## config.mk

```make
export PLATFORM = sky130hd
export DESIGN_NAME = rlt_router
export DESIGN_NICKNAME = d
export VERILOG_FILES = /design/src/design/rlt_pkg.sv /design/src/design/rlt_stream_if.sv /design/src/design/rlt_tx_arb.sv /design/src/design/rlt_rx_route.sv /design/src/design/rlt_router.sv
export SDC_FILE = /design/constraint.sdc
export NUM_CORES = 1
export LEC_CHECK = 0
export BUFFER_PORTS_ARGS = -buffer_cell sky130_fd_sc_hd__buf_2
export CAP_MARGIN = 30
export CORE_AREA = 2 2 245 247
export CTS_CLUSTER_SIZE = 14
export DETAILED_ROUTE_END_ITERATION = 10
export DIE_AREA = 0 0 247 249
export PLACE_DENSITY_LB_ADDON = 0.1
export SYNTH_ARGS = -nofsm -noshare
export SYNTH_HDL_FRONTEND = slang
export SYNTH_SLANG_ARGS = --single-unit
```

## constraint.sdc

```tcl
create_clock -name clk -period 3.8 [get_ports clk]
set_input_delay 0.76 -clock clk [delete_from_list [all_inputs] [get_ports clk]]
set_output_delay 0.76 -clock clk [all_outputs]
set_load 0.005 [all_outputs]
```

## src/design/rlt_pkg.sv

```systemverilog
/*
  rlt_pkg: shared constants and types for the logical/transport packet router.
  Assumes a single clock domain and 64-bit packet beats with a start/end marker.
*/
package rlt_pkg;

  localparam int RLT_DATA_W = 64;
  localparam int RLT_ID_W_SMALL = 8;
  localparam int RLT_ID_W_LARGE = 16;

  // header layout of the first beat of every packet
  localparam int RLT_FTYPE_LSB = 56;
  localparam int RLT_FTYPE_W = 4;
  localparam int RLT_SRC_ID_LSB = 32;
  localparam int RLT_DST_ID_LSB = 16;

  // format type codes
  localparam logic [3:0] RLT_FT_MAINT = 4'h8;
  localparam logic [3:0] RLT_FT_RESP = 4'hd;

  // source id loaded at reset; replaced by src_id on the first clock after reset
  localparam logic [15:0] RLT_SRC_ID_RESET = 16'h0000;

  // outbound source select
  typedef enum logic [1:0] {
    RLT_SRC_IREQ = 2'b00,
    RLT_SRC_TRSP = 2'b01,
    RLT_SRC_MNT = 2'b10
  } rlt_src_t;

  // inbound destination select
  typedef enum logic [1:0] {
    RLT_DST_IRSP = 2'b00,
    RLT_DST_TREQ = 2'b01,
    RLT_DST_MNT = 2'b10
  } rlt_dst_t;

  typedef enum logic [1:0] {
    RLT_ST_IDLE = 2'b00,
    RLT_ST_PKT = 2'b01
  } rlt_state_t;

endpackage : rlt_pkg

```

## src/design/rlt_stream_if.sv

```systemverilog
/*
  rlt_stream_if: one-way packet stream with valid/ready handshake and
  start/end markers. Assumes both ends sit on the same clock.
*/
`timescale 1ns/1ps
interface rlt_stream_if #(
  parameter int DW = 64
);
  logic valid;
  logic ready;
  logic sop;
  logic eop;
  logic [DW-1:0] data;

  modport src (output valid, output sop, output eop, output data, input ready);
  modport snk (input valid, input sop, input eop, input data, output ready);
endinterface : rlt_stream_if

```

## src/design/rlt_tx_arb.sv

```systemverilog
/*
  rlt_tx_arb: merges three outbound sources into one stream, packet at a time,
  stamping the source id into the first beat. Local config accesses are steered
  to the local output instead of the link only when they come from the initiator request port. Assumes sources hold beats until taken.
*/
`timescale 1ns/1ps
module rlt_tx_arb
  import rlt_pkg::*;
#(
  parameter int ID_W = 8
) (
  input wire logic clk,
  input wire logic rst_n,
  input wire logic [ID_W-1:0] src_id,
  input wire logic [ID_W-1:0] local_id,
  rlt_stream_if.snk ireq,
  rlt_stream_if.snk trsp,
  rlt_stream_if.snk mnt,
  rlt_stream_if.src link,
  rlt_stream_if.src loc
);

  rlt_state_t state;
  rlt_src_t sel;
  logic to_local;
  logic in_valid;
  logic in_sop;
  logic in_eop;
  logic [RLT_DATA_W-1:0] in_data;
  logic pick_valid;
  rlt_src_t pick;
  logic pick_local;
  logic [RLT_DATA_W-1:0] stamped;
  logic out_ready;
  logic fire;

  // local config access: maintenance request aimed at our own id
  function automatic logic is_local(input logic [RLT_DATA_W-1:0] hdr,
                                    input logic [ID_W-1:0] me);
    return (hdr[RLT_FTYPE_LSB +: RLT_FTYPE_W] == RLT_FT_MAINT) &&
           (hdr[RLT_DST_ID_LSB +: ID_W] == me);
  endfunction : is_local

  // fixed priority when idle; responses first so requests never starve them
  always_comb begin
    pick_valid = 1'b1;
    pick = RLT_SRC_TRSP;
    if (trsp.valid && trsp.sop) begin
      pick = RLT_SRC_TRSP;
    end else if (mnt.valid && mnt.sop) begin
      pick = RLT_SRC_MNT;
    end else if (ireq.valid && ireq.sop) begin
      pick = RLT_SRC_IREQ;
    end else begin
      pick_valid = 1'b0;
    end
  end

  // current input mux
  always_comb begin
    rlt_src_t s;
    s = (state == RLT_ST_IDLE) ? pick : sel;
    case (s)
      RLT_SRC_IREQ: begin
        in_valid = ireq.valid;
        in_sop = ireq.sop;
        in_eop = ireq.eop;
        in_data = ireq.data;
      end
      RLT_SRC_MNT: begin
        in_valid = mnt.valid;
        in_sop = mnt.sop;
        in_eop = mnt.eop;
        in_data = mnt.data;
      end
      default: begin
        in_valid = trsp.valid;
        in_sop = trsp.sop;
        in_eop = trsp.eop;
        in_data = trsp.data;
      end
    endcase
    if (state == RLT_ST_IDLE) begin
      in_valid = pick_valid;
    end
  end

  // local decision only from the initiator request port
  assign pick_local = (pick == RLT_SRC_IREQ) && is_local(in_data, local_id);
  assign to_local = (state == RLT_ST_IDLE) ? pick_local : 1'b0;

  // header beat gets our id stamped in
  always_comb begin
    stamped = in_data;
    if (in_sop) begin
      stamped[RLT_SRC_ID_LSB +: ID_W] = src_id;
    end
  end

  logic route_local;
  logic held_local;
  assign route_local = (state == RLT_ST_IDLE) ? to_local : held_local;
  assign out_ready = route_local ? loc.ready : link.ready;
  assign fire = in_valid && out_ready;

  // outbound is combinational pass-through so backpressure reaches the source
  assign link.valid = in_valid && !route_local;
  assign link.sop = in_sop;
  assign link.eop = in_eop;
  assign link.data = stamped;
  assign loc.valid = in_valid && route_local;
  assign loc.sop = in_sop;
  assign loc.eop = in_eop;
  assign loc.data = in_data;

  // ready back to the chosen source only
  always_comb begin
    rlt_src_t s;
    s = (state == RLT_ST_IDLE) ? pick : sel;
    ireq.ready = out_ready && (s == RLT_SRC_IREQ) && in_valid;
    trsp.ready = out_ready && (s == RLT_SRC_TRSP) && in_valid;
    mnt.ready = out_ready && (s == RLT_SRC_MNT) && in_valid;
  end

  // packet lock: hold the chosen source from its first offer until its last beat passes;
  // locking on offer, not on take, keeps a stalled beat from being swapped by a later source
  always_ff @(posedge clk or negedge rst_n) begin
    if (!rst_n) begin
      state <= RLT_ST_IDLE;
      sel <= RLT_SRC_TRSP;
      held_local <= 1'b0;
    end else if (state == RLT_ST_IDLE) begin
      if (pick_valid) begin
        sel <= pick;
        held_local <= to_local;
        state <= (fire && in_eop) ? RLT_ST_IDLE : RLT_ST_PKT;
      end
    end else if (fire && in_eop) begin
      state <= RLT_ST_IDLE;
    end
  end

endmodule : rlt_tx_arb

```

## src/design/rlt_rx_route.sv

```systemverilog
/*
  rlt_rx_route: steers each inbound packet from the link to exactly one of
  three sinks by its format type. Assumes the link holds beats until taken.
*/
`timescale 1ns/1ps
module rlt_rx_route
  import rlt_pkg::*;
(
  input wire logic clk,
  input wire logic rst_n,
  rlt_stream_if.snk link,
  rlt_stream_if.src irsp,
  rlt_stream_if.src treq,
  rlt_stream_if.src mnt
);

  rlt_state_t state;
  rlt_dst_t held;
  rlt_dst_t dst;
  logic dst_ready;

  // unknown and user types fall to the target request port, never dropped
  function automatic rlt_dst_t classify(input logic [RLT_FTYPE_W-1:0] ft);
    case (ft)
      RLT_FT_RESP: return RLT_DST_IRSP;
      RLT_FT_MAINT: return RLT_DST_MNT;
      default: return RLT_DST_TREQ;
    endcase
  endfunction : classify

  assign dst = (state == RLT_ST_IDLE) ? classify(link.data[RLT_FTYPE_LSB +: RLT_FTYPE_W]) : held;

  // one sink sees valid; the others stay quiet
  assign irsp.valid = link.valid && (dst == RLT_DST_IRSP);
  assign treq.valid = link.valid && (dst == RLT_DST_TREQ);
  assign mnt.valid = link.valid && (dst == RLT_DST_MNT);
  assign irsp.sop = link.sop;
  assign treq.sop = link.sop;
  assign mnt.sop = link.sop;
  assign irsp.eop = link.eop;
  assign treq.eop = link.eop;
  assign mnt.eop = link.eop;
  assign irsp.data = link.data;
  assign treq.data = link.data;
  assign mnt.data = link.data;

  // stall the link while the chosen sink is busy
  always_comb begin
    case (dst)
      RLT_DST_IRSP: dst_ready = irsp.ready;
      RLT_DST_MNT: dst_ready = mnt.ready;
      default: dst_ready = treq.ready;
    endcase
  end
  assign link.ready = dst_ready;

  // remember destination across the body of a packet
  always_ff @(posedge clk or negedge rst_n) begin
    if (!rst_n) begin
      state <= RLT_ST_IDLE;
      held <= RLT_DST_TREQ;
    end else if (link.valid && dst_ready) begin
      if (state == RLT_ST_IDLE) begin
        held <= dst;
      end
      state <= link.eop ? RLT_ST_IDLE : RLT_ST_PKT;
    end
  end

endmodule : rlt_rx_route

```

## src/design/rlt_router.sv

```systemverilog
/*
  rlt_router: logical/transport router top. Joins four user ports, a
  maintenance request/response port and a local config port to a one-way
  transmit stream and a one-way receive stream toward the packet buffer.
  Assumes every port is in the clk domain and follows valid/ready.
*/
// Behaviour
// - outbound packets are taken from initiator request, target response and maintenance.
// - every outbound packet goes to the link transmit stream except local config accesses from the initiator request port.
// - local config reads and writes from the initiator request port go to the local config port instead.
// - each inbound packet is delivered to exactly one of initiator response, target request or maintenance.
// - the link is a separate transmit stream and receive stream, each with its own handshake.
// - maintenance offers a request/response pair and a config register port for local config accesses only, fed from the initiator request port.
// - packet data is 64 bits wide in both directions.
// - the programmed source id is written into the header of every packet sent on the link.
// - a build option widens device ids in headers to 16 bits.
// - transmit and receive paths run side by side and never block each other.
// - a beat moves only in a cycle where valid and ready are both high.
// - the user side has four ports, two sourcing and two sinking packets.
// - doorbell and message types pass like reads and writes.
// - unknown format types reach the user ports and are never dropped.
`timescale 1ns/1ps
module rlt_router
  import rlt_pkg::*;
#(
  parameter bit LARGE_SYS = 1'b0,
  parameter int ID_W = LARGE_SYS ? RLT_ID_W_LARGE : RLT_ID_W_SMALL
) (
  input wire logic clk,
  input wire logic rst_n,
  input wire logic [ID_W-1:0] src_id,
  // initiator request (user sources)
  input wire logic ireq_valid,
  output logic ireq_ready,
  input wire logic ireq_sop,
  input wire logic ireq_eop,
  input wire logic [RLT_DATA_W-1:0] ireq_data,
  // target response (user sources)
  input wire logic trsp_valid,
  output logic trsp_ready,
  input wire logic trsp_sop,
  input wire logic trsp_eop,
  input wire logic [RLT_DATA_W-1:0] trsp_data,
  // initiator response (user sinks)
  output logic irsp_valid,
  input wire logic irsp_ready,
  output logic irsp_sop,
  output logic irsp_eop,
  output logic [RLT_DATA_W-1:0] irsp_data,
  // target request (user sinks)
  output logic treq_valid,
  input wire logic treq_ready,
  output logic treq_sop,
  output logic treq_eop,
  output logic [RLT_DATA_W-1:0] treq_data,
  // maintenance request in
  input wire logic mreq_valid,
  output logic mreq_ready,
  input wire logic mreq_sop,
  input wire logic mreq_eop,
  input wire logic [RLT_DATA_W-1:0] mreq_data,
  // maintenance response out (inbound maintenance)
  output logic mrsp_valid,
  input wire logic mrsp_ready,
  output logic mrsp_sop,
  output logic mrsp_eop,
  output logic [RLT_DATA_W-1:0] mrsp_data,
  // config register port: local config accesses from the initiator request port
  output logic cfg_valid,
  input wire logic cfg_ready,
  output logic cfg_sop,
  output logic cfg_eop,
  output logic [RLT_DATA_W-1:0] cfg_data,
  // link transmit stream to buffer
  output logic ltx_valid,
  input wire logic ltx_ready,
  output logic ltx_sop,
  output logic ltx_eop,
  output logic [RLT_DATA_W-1:0] ltx_data,
  // link receive stream from buffer
  input wire logic lrx_valid,
  output logic lrx_ready,
  input wire logic lrx_sop,
  input wire logic lrx_eop,
  input wire logic [RLT_DATA_W-1:0] lrx_data
);

  rlt_stream_if #(.DW(RLT_DATA_W)) ireq_s ();
  rlt_stream_if #(.DW(RLT_DATA_W)) trsp_s ();
  rlt_stream_if #(.DW(RLT_DATA_W)) mreq_s ();
  rlt_stream_if #(.DW(RLT_DATA_W)) ltx_s ();
  rlt_stream_if #(.DW(RLT_DATA_W)) cfg_s ();
  rlt_stream_if #(.DW(RLT_DATA_W)) lrx_s ();
  rlt_stream_if #(.DW(RLT_DATA_W)) irsp_s ();
  rlt_stream_if #(.DW(RLT_DATA_W)) treq_s ();
  rlt_stream_if #(.DW(RLT_DATA_W)) mrsp_s ();

  logic [ID_W-1:0] sid;

  // source id is registered every cycle, so a change reaches the header stamp one cycle later
  always_ff @(posedge clk or negedge rst_n) begin
    if (!rst_n) begin
      sid <= RLT_SRC_ID_RESET[ID_W-1:0];
    end else begin
      sid <= src_id;
    end
  end

  // user and maintenance sources onto interfaces; doorbell and message ride unchanged
  assign ireq_s.valid = ireq_valid;
  assign ireq_s.sop = ireq_sop;
  assign ireq_s.eop = ireq_eop;
  assign ireq_s.data = ireq_data;
  assign ireq_ready = ireq_s.ready;
  assign trsp_s.valid = trsp_valid;
  assign trsp_s.sop = trsp_sop;
  assign trsp_s.eop = trsp_eop;
  assign trsp_s.data = trsp_data;
  assign trsp_ready = trsp_s.ready;
  assign mreq_s.valid = mreq_valid;
  assign mreq_s.sop = mreq_sop;
  assign mreq_s.eop = mreq_eop;
  assign mreq_s.data = mreq_data;
  assign mreq_ready = mreq_s.ready;

  // transmit side
  assign ltx_valid = ltx_s.valid;
  assign ltx_sop = ltx_s.sop;
  assign ltx_eop = ltx_s.eop;
  assign ltx_data = ltx_s.data;
  assign ltx_s.ready = ltx_ready;
  assign cfg_valid = cfg_s.valid;
  assign cfg_sop = cfg_s.sop;
  assign cfg_eop = cfg_s.eop;
  assign cfg_data = cfg_s.data;
  assign cfg_s.ready = cfg_ready;

  // receive side, separate bus with its own handshake
  assign lrx_s.valid = lrx_valid;
  assign lrx_s.sop = lrx_sop;
  assign lrx_s.eop = lrx_eop;
  assign lrx_s.data = lrx_data;
  assign lrx_ready = lrx_s.ready;
  assign irsp_valid = irsp_s.valid;
  assign irsp_sop = irsp_s.sop;
  assign irsp_eop = irsp_s.eop;
  assign irsp_data = irsp_s.data;
  assign irsp_s.ready = irsp_ready;
  assign treq_valid = treq_s.valid;
  assign treq_sop = treq_s.sop;
  assign treq_eop = treq_s.eop;
  assign treq_data = treq_s.data;
  assign treq_s.ready = treq_ready;
  assign mrsp_valid = mrsp_s.valid;
  assign mrsp_sop = mrsp_s.sop;
  assign mrsp_eop = mrsp_s.eop;
  assign mrsp_data = mrsp_s.data;
  assign mrsp_s.ready = mrsp_ready;

  // two independent engines, so neither direction waits on the other
  rlt_tx_arb #(.ID_W(ID_W)) u_tx (
    .clk(clk),
    .rst_n(rst_n),
    .src_id(sid),
    .local_id(sid),
    .ireq(ireq_s.snk),
    .trsp(trsp_s.snk),
    .mnt(mreq_s.snk),
    .link(ltx_s.src),
    .loc(cfg_s.src)
  );

  rlt_rx_route u_rx (
    .clk(clk),
    .rst_n(rst_n),
    .link(lrx_s.snk),
    .irsp(irsp_s.src),
    .treq(treq_s.src),
    .mnt(mrsp_s.src)
  );

endmodule : rlt_router

```

-- Yosys cells after proc, flatten, opt, wreduce, memory -nomap -nowiden
Index checks and enable logic that the tools add are counted.
- register bits: 17
- logic and storage cells: 67
- output and inout bits: 339
- mux-type cells: 23
- eq/ne operators: 9
- reductions and logical operators: 29
- operator list (kind ; count):
    $pmux W64 S2 ; 1
    $logic_and A1 B1 Y1 ; 19
    $mux W2 ; 7
    $eq A4 B4 Y1 const B ; 3
    $logic_not A2 Y1 ; 5
    $mux W1 ; 9
    $eq A8 B8 Y1 ; 1
    $mux W8 ; 1
    $pmux W1 S2 ; 4
    $reduce_and A2 Y1 ; 3
    $eq A2 B1 Y1 const B ; 2
    $eq A2 B2 Y1 const B ; 2
    $pmux W2 S2 ; 1
    $ne A2 B1 Y1 const B ; 1
    $reduce_bool A2 Y1 ; 1
    $logic_not A1 Y1 ; 1

-- Logic depth before layout (Yosys ltp)
- word-level depth: 17
- mapped depth: 11

-- Modules after synthesis
From an unflattened synthesis, not the netlist that was laid out.
- cells, all modules: 545
- area, all modules: 4072.7 µm²
- modules (own cells, without submodules) (module ; sequential area each (µm²) ; instances ; cells an instance ; area each (µm²)):
    rlt_tx_arb ; 101.3 ; 1 ; 312 ; 2102.0
    rlt_rx_route ; 76.3 ; 1 ; 225 ; 1770.4
    rlt_router ; 200.2 ; 1 ; 8 ; 200.2

-- Least setup slack after synthesis
Ideal clock, no wire load.
- path kind: in2out
- from: input port trsp_valid
- to: output port trsp_ready
- slack: 0.519 ns
- stages: 9
- arrival: 2.521 ns
- cells stage by stage: a21o_4 -> o22ai_1 -> buf_2 -> a222oi_1 -> xnor2_1 -> nand4_1 -> o21ai_2 -> mux2i_2 -> nor4_1
- longest elaborated chain between the ends: 12
- RTL lines (element ; line ; text):
    start: declaration ; rlt_router.sv:39 ; input wire logic trsp_valid,
    $logic_and A1 B1 Y1 * ; rlt_tx_arb.sv:48 ; if (trsp.valid && trsp.sop) begin
    $mux W2 * ; rlt_tx_arb.sv:48 ;
    $mux W2 * ; rlt_tx_arb.sv:62 ; s = (state == RLT_ST_IDLE) ? pick : sel;
    $eq A2 B2 Y1 / $logic_not A2 Y1 (equally long branches) ; rlt_tx_arb.sv:63 ; case (s)
    $pmux W64 S2 * ; rlt_tx_arb.sv:63 ;
    named net cfg_data[17] ; rlt_router.sv:73 ; output logic [RLT_DATA_W-1:0] cfg_data,
    $eq A8 B8 Y1 * ; rlt_tx_arb.sv:41 ; (hdr[RLT_DST_ID_LSB +: ID_W] == me);
    $logic_and A1 B1 Y1 * ; rlt_tx_arb.sv:40 ; return (hdr[RLT_FTYPE_LSB +: RLT_FTYPE_W] == RLT_FT_MAINT) &&
    $logic_and A1 B1 Y1 * ; rlt_tx_arb.sv:89 ; assign pick_local = (pick == RLT_SRC_IREQ) && is_local(in_data, local_id);
    $mux W1 * ; rlt_tx_arb.sv:102 ; assign route_local = (state == RLT_ST_IDLE) ? to_local : held_local;
    $mux W1 * ; rlt_tx_arb.sv:103 ; assign out_ready = route_local ? loc.ready : link.ready;
    $logic_and A1 B1 Y1 * (2 in a row) ; rlt_tx_arb.sv:121 ; trsp.ready = out_ready && (s == RLT_SRC_TRSP) && in_valid;
    end: declaration ; rlt_router.sv:40 ; output logic trsp_ready,
The timed path passes the listed nets; every way through them passes the cells marked *.

-- Worst setup path in the final report
- from: input port trsp_sop
- to: output port mreq_ready
- longest elaborated chain between the ends: 12
- RTL lines (element ; line ; text):
    start: declaration ; rlt_router.sv:41 ; input wire logic trsp_sop,
    $logic_and A1 B1 Y1 * ; rlt_tx_arb.sv:48 ;
    $mux W2 ; rlt_tx_arb.sv:48 ;
    $mux W2 ; rlt_tx_arb.sv:62, rlt_tx_arb.sv:119 ;
    $eq A2 B2 Y1 / $logic_not A2 Y1 (equally long branches) ; rlt_tx_arb.sv:63, rlt_tx_arb.sv:122 ;
    $pmux W64 S2 ; rlt_tx_arb.sv:63 ;
    $eq A8 B8 Y1 / $eq A4 B4 Y1 (equally long branches) ; rlt_tx_arb.sv:41, rlt_tx_arb.sv:40 ;
    $logic_and A1 B1 Y1 ; rlt_tx_arb.sv:40 ;
    $logic_and A1 B1 Y1 ; rlt_tx_arb.sv:89 ;
    $mux W1 ; rlt_tx_arb.sv:102 ;
    $mux W1 ; rlt_tx_arb.sv:103 ;
    $logic_and A1 B1 Y1 ; rlt_tx_arb.sv:122 ; mnt.ready = out_ready && (s == RLT_SRC_MNT) && in_valid;
    $logic_and A1 B1 Y1 * ; rlt_tx_arb.sv:122 ;
    end: declaration ; rlt_router.sv:58 ; output logic mreq_ready,
Every way passes the cells marked *; elsewhere a longest branch is shown, timed or not.

==> run metrics <==
DRT Pass-1 Iters=5; CTS H-Tree Depth=1; Placeable Area=about 59,000 sq um; PD cells=835.5 nW/um^2; post-layout util=0.09650; Max Cap Violations=0; area grow syn2layout=36.94%; DRC errors left=0; fin crit share=1.012; Yosys cell types=between 50 and 60; origin of the critical flop-to-flop path=u_tx.state[0]; setup ws final=-0.04527 ns; final antenna-violating net count=0; switching part of the total power=0.5309; mean area per synthesized cell=approximately 7.6 sq um; worst-skew pair later-pin latency=0.25 ns; LEAKAGE=around 0.0028 uW; CP max stage delay=~0.48 ns; Mapped Nets=830; Data arrival, critical path=approximately 3.1 ns; Fin. Hold Viols=0; CP Data Required Time=3.04 ns; Avg Vias per Cell=approximately 3; R2R Path End=u_tx.state[0]; routed wire length on met2=roughly 14,000 um; most frequent cells in the layout=buf_2 (373), inv_1 (67), a222oi_1 (57), buf_4 (52); register area share after synthesis=0.09138; internal power=~2200 uW; total I/O pin count=~620; status=finished, violations left; Slew HR=0.6255; Gate power share=0.902; Reg clk slew, reported paths=roughly 0.050 ns; fill cell count=6,930; Clock power frac=0.046; hpwl dp=approximately 25,000 um; TNS Setup=-0.1149 ns; R2R depth=10; share of cells above drive strength 1=0.6624; total grt overflow=0; Horiz. Die Dim=~250 um; Tightest Pin Transition=~0.56 ns; Final Net Count=just under 1k; number of port buffers=between 300 and 400; initial antenna violation count=11; M1 WL=10,430 um; Mapped Cells=roughly 550; RSZ-0062 raised after global routing=yes; most common cell after layout, fill and taps aside=buf_2; first-pass GRT wire length=roughly 37,000 um; critical path type=in2out; slowest cell on the critical path=a222oi_1; Yosys Warn Count=0; Iter 0 DRT Violations=around 330; Tot GR Track Use=0.08518; synth top area cells=buf_4 (47%), a222oi_1 (14%), dfrtp_1 (7.9%); Slew Limit Fails=0; net switching power=2512 uW; TritonCTS buffer count=3; Root Driver=clkbuf_16; die height=roughly 250 um; r2r setup slk=roughly 0.68 ns; worst hold path type=in2async; largest net degree at the start of global routing=30; Setup Viol. Count Final=3; Synth Register Bits=15; die footprint=slightly above 60,000 sq um; vias in the first global route=4,666; Met3 Wirelength=roughly 2500 um; clk_skew=~0.0011 ns; top-area cell type share of the netlist area=0.4666; Synth Flop Type=dfrtp_1; via count=between 4k and 5k; worst vdd ir=282.7 uV; Fmax=roughly 260 MHz; gpl congestion=between 0.7 and 0.8; cell breakdown of the critical path=buf_8, a21o_4, buf_12, o22ai_4, a222oi_1, nor4bb_4, nand4_1, o21ai_4, mux2i_4, nor3_2, buf_2; post-synth top area cell=buf_4; failing checks=setup timing; top sig layer=met5; WL final=28,070 um; Worst setup SP type=primary input; CTS Sinks=15; Max Buffers Root-to-Sink=2; EDFF count, synth=0; crit end category=primary output; part of the power in registers=0.052; initial core utilization=0.07046; crit-path max FO=6; post-route minimum period=3.845 ns; synthesized cell area=roughly 4100 sq um; Async S/R FF share, synth=1.000; drt wl/cell=18.98 um; num rows=89; CTS tree=built
## area by class of cell
class | instances | area [sq um] | share of cell area
Timing Repair Buffer | 432 | 2357 | 0.4163
Multi-Input combinational cell | 183 | 1615 | 0.2852
Tap cell | 773 | 967.2 | 0.1708
Sequential cell | 15 | 379.1 | 0.06695
Inverter | 68 | 255.2 | 0.04507
Clock buffer | 4 | 78.83 | 0.01392
Antenna cell | 4 | 10.01 | 0.001768
## how the worst max path moves through the flow
| stage | startpoint | to | slack [ns] | cells after the start |
|---|---|---|---|---|
| 4_1_cts | trsp_sop | mreq_ready | -0.10 | 11 |
| 3_3_place_gp | trsp_valid | mreq_ready | -0.29 | 12 |
| 6_report | trsp_sop | mreq_ready | -0.05 | 11 |
| 3_5_place_dp | trsp_sop | trsp_ready | -0.37 | 12 |
| 5_1_grt | trsp_sop | ireq_ready | -0.18 | 13 |
| 2_1_floorplan | trsp_valid | trsp_ready | 0.52 | 9 |
## per-stage QoR
stage / instances / power (uW) / hold WS [ns] / setup slack, ns / cell area, sq um
after global placement: 1462 / 4573 / 0.5197 / -0.2940 / 5345
after global routing: 1477 / 5203 / 0.4676 / -0.1811 / 5658
after CTS: 1470 / 4798 / 0.4665 / -0.1048 / 5560
after detailed placement: 1462 / 4480 / 0.5199 / -0.3662 / 5345
final: 1479 / 4731 / 0.4281 / -0.04527 / 5663
after floorplan: 547 / 2864 / 0.4644 / 0.5190 / 4135
## cell usage after synthesis, types with 3 or more instances
cell	n
a211oi_1	3
a21oi_1	15
a222oi_1	57
and2_1	3
buf_4	257
buf_6	3
clkbuf_1	17
dfrtp_1	13
inv_1	67
mux2i_1	8
nand2_1	11
nand3b_1	3
nor2_1	15
nor3_1	6
nor4_1	4
o22ai_1	3
or3_1	3
xnor2_1	6
## power groups by stage
| stage | Clock, uW | Combinational (uW) | Sequential, uW |
|---|---|---|---|
| 3_5_place_dp | 0 | 4230 | 246 |
| 3_3_place_gp | 0 | 4320 | 249 |
| 4_1_cts | 230 | 4320 | 245 |
| 2_1_floorplan | 0 | 2650 | 211 |
| 6_report | 220 | 4270 | 244 |
| 5_1_grt | 239 | 4710 | 252 |
## sequential cells by signal, indices dropped and copies added (netlist names)
signal,cells
u_tx.state,1
u_rx.state,1
u_tx.sel,2
u_rx.held,2
u_tx.held_local,1
sid,8
## layer usage
| metal | GRT usage | vias to the layer above |
|---|---|---|
| met3 | 0.02489 | 114 |
| met1 | 0.09299 | 2042 |
| li1 | - | 1978 |
| met2 | 0.1517 | 289 |
| met4 | 0.03614 | 6 |
| met5 | 0 | - |
## logic make-up after synthesis
kind of cell / after synthesis / synth area share
xor gates and xnor gates: 7 / 0.01664
AOI/OAI and AO/OA: 106 / 0.2315
and+or+nand+nor: 60 / 0.07897
DFF: 15 / 0.09138
buffers and inverters: 349 / 0.5561
muxes: 10 / 0.02542
## timing repair
item,4_1_cts,5_1_grt
buffers inserted,5,5
endpoints found under the setup margin,4,7
resized for setup,22,7
gates cloned,0,0
pin swaps,8,6
hold buffers,0,0
## worst max-delay path: cells and delay by family
| family | cells | cell delay [ns] |
|---|---|---|
| buffers and inverters | 3 | 0.33 |
| AND/OR/NAND/NOR | 3 | 0.68 |
| AO/OA/AOI/OAI | 4 | 0.98 |
| multiplexers | 1 | 0.33 |
Power figures use the tool's default switching activity.
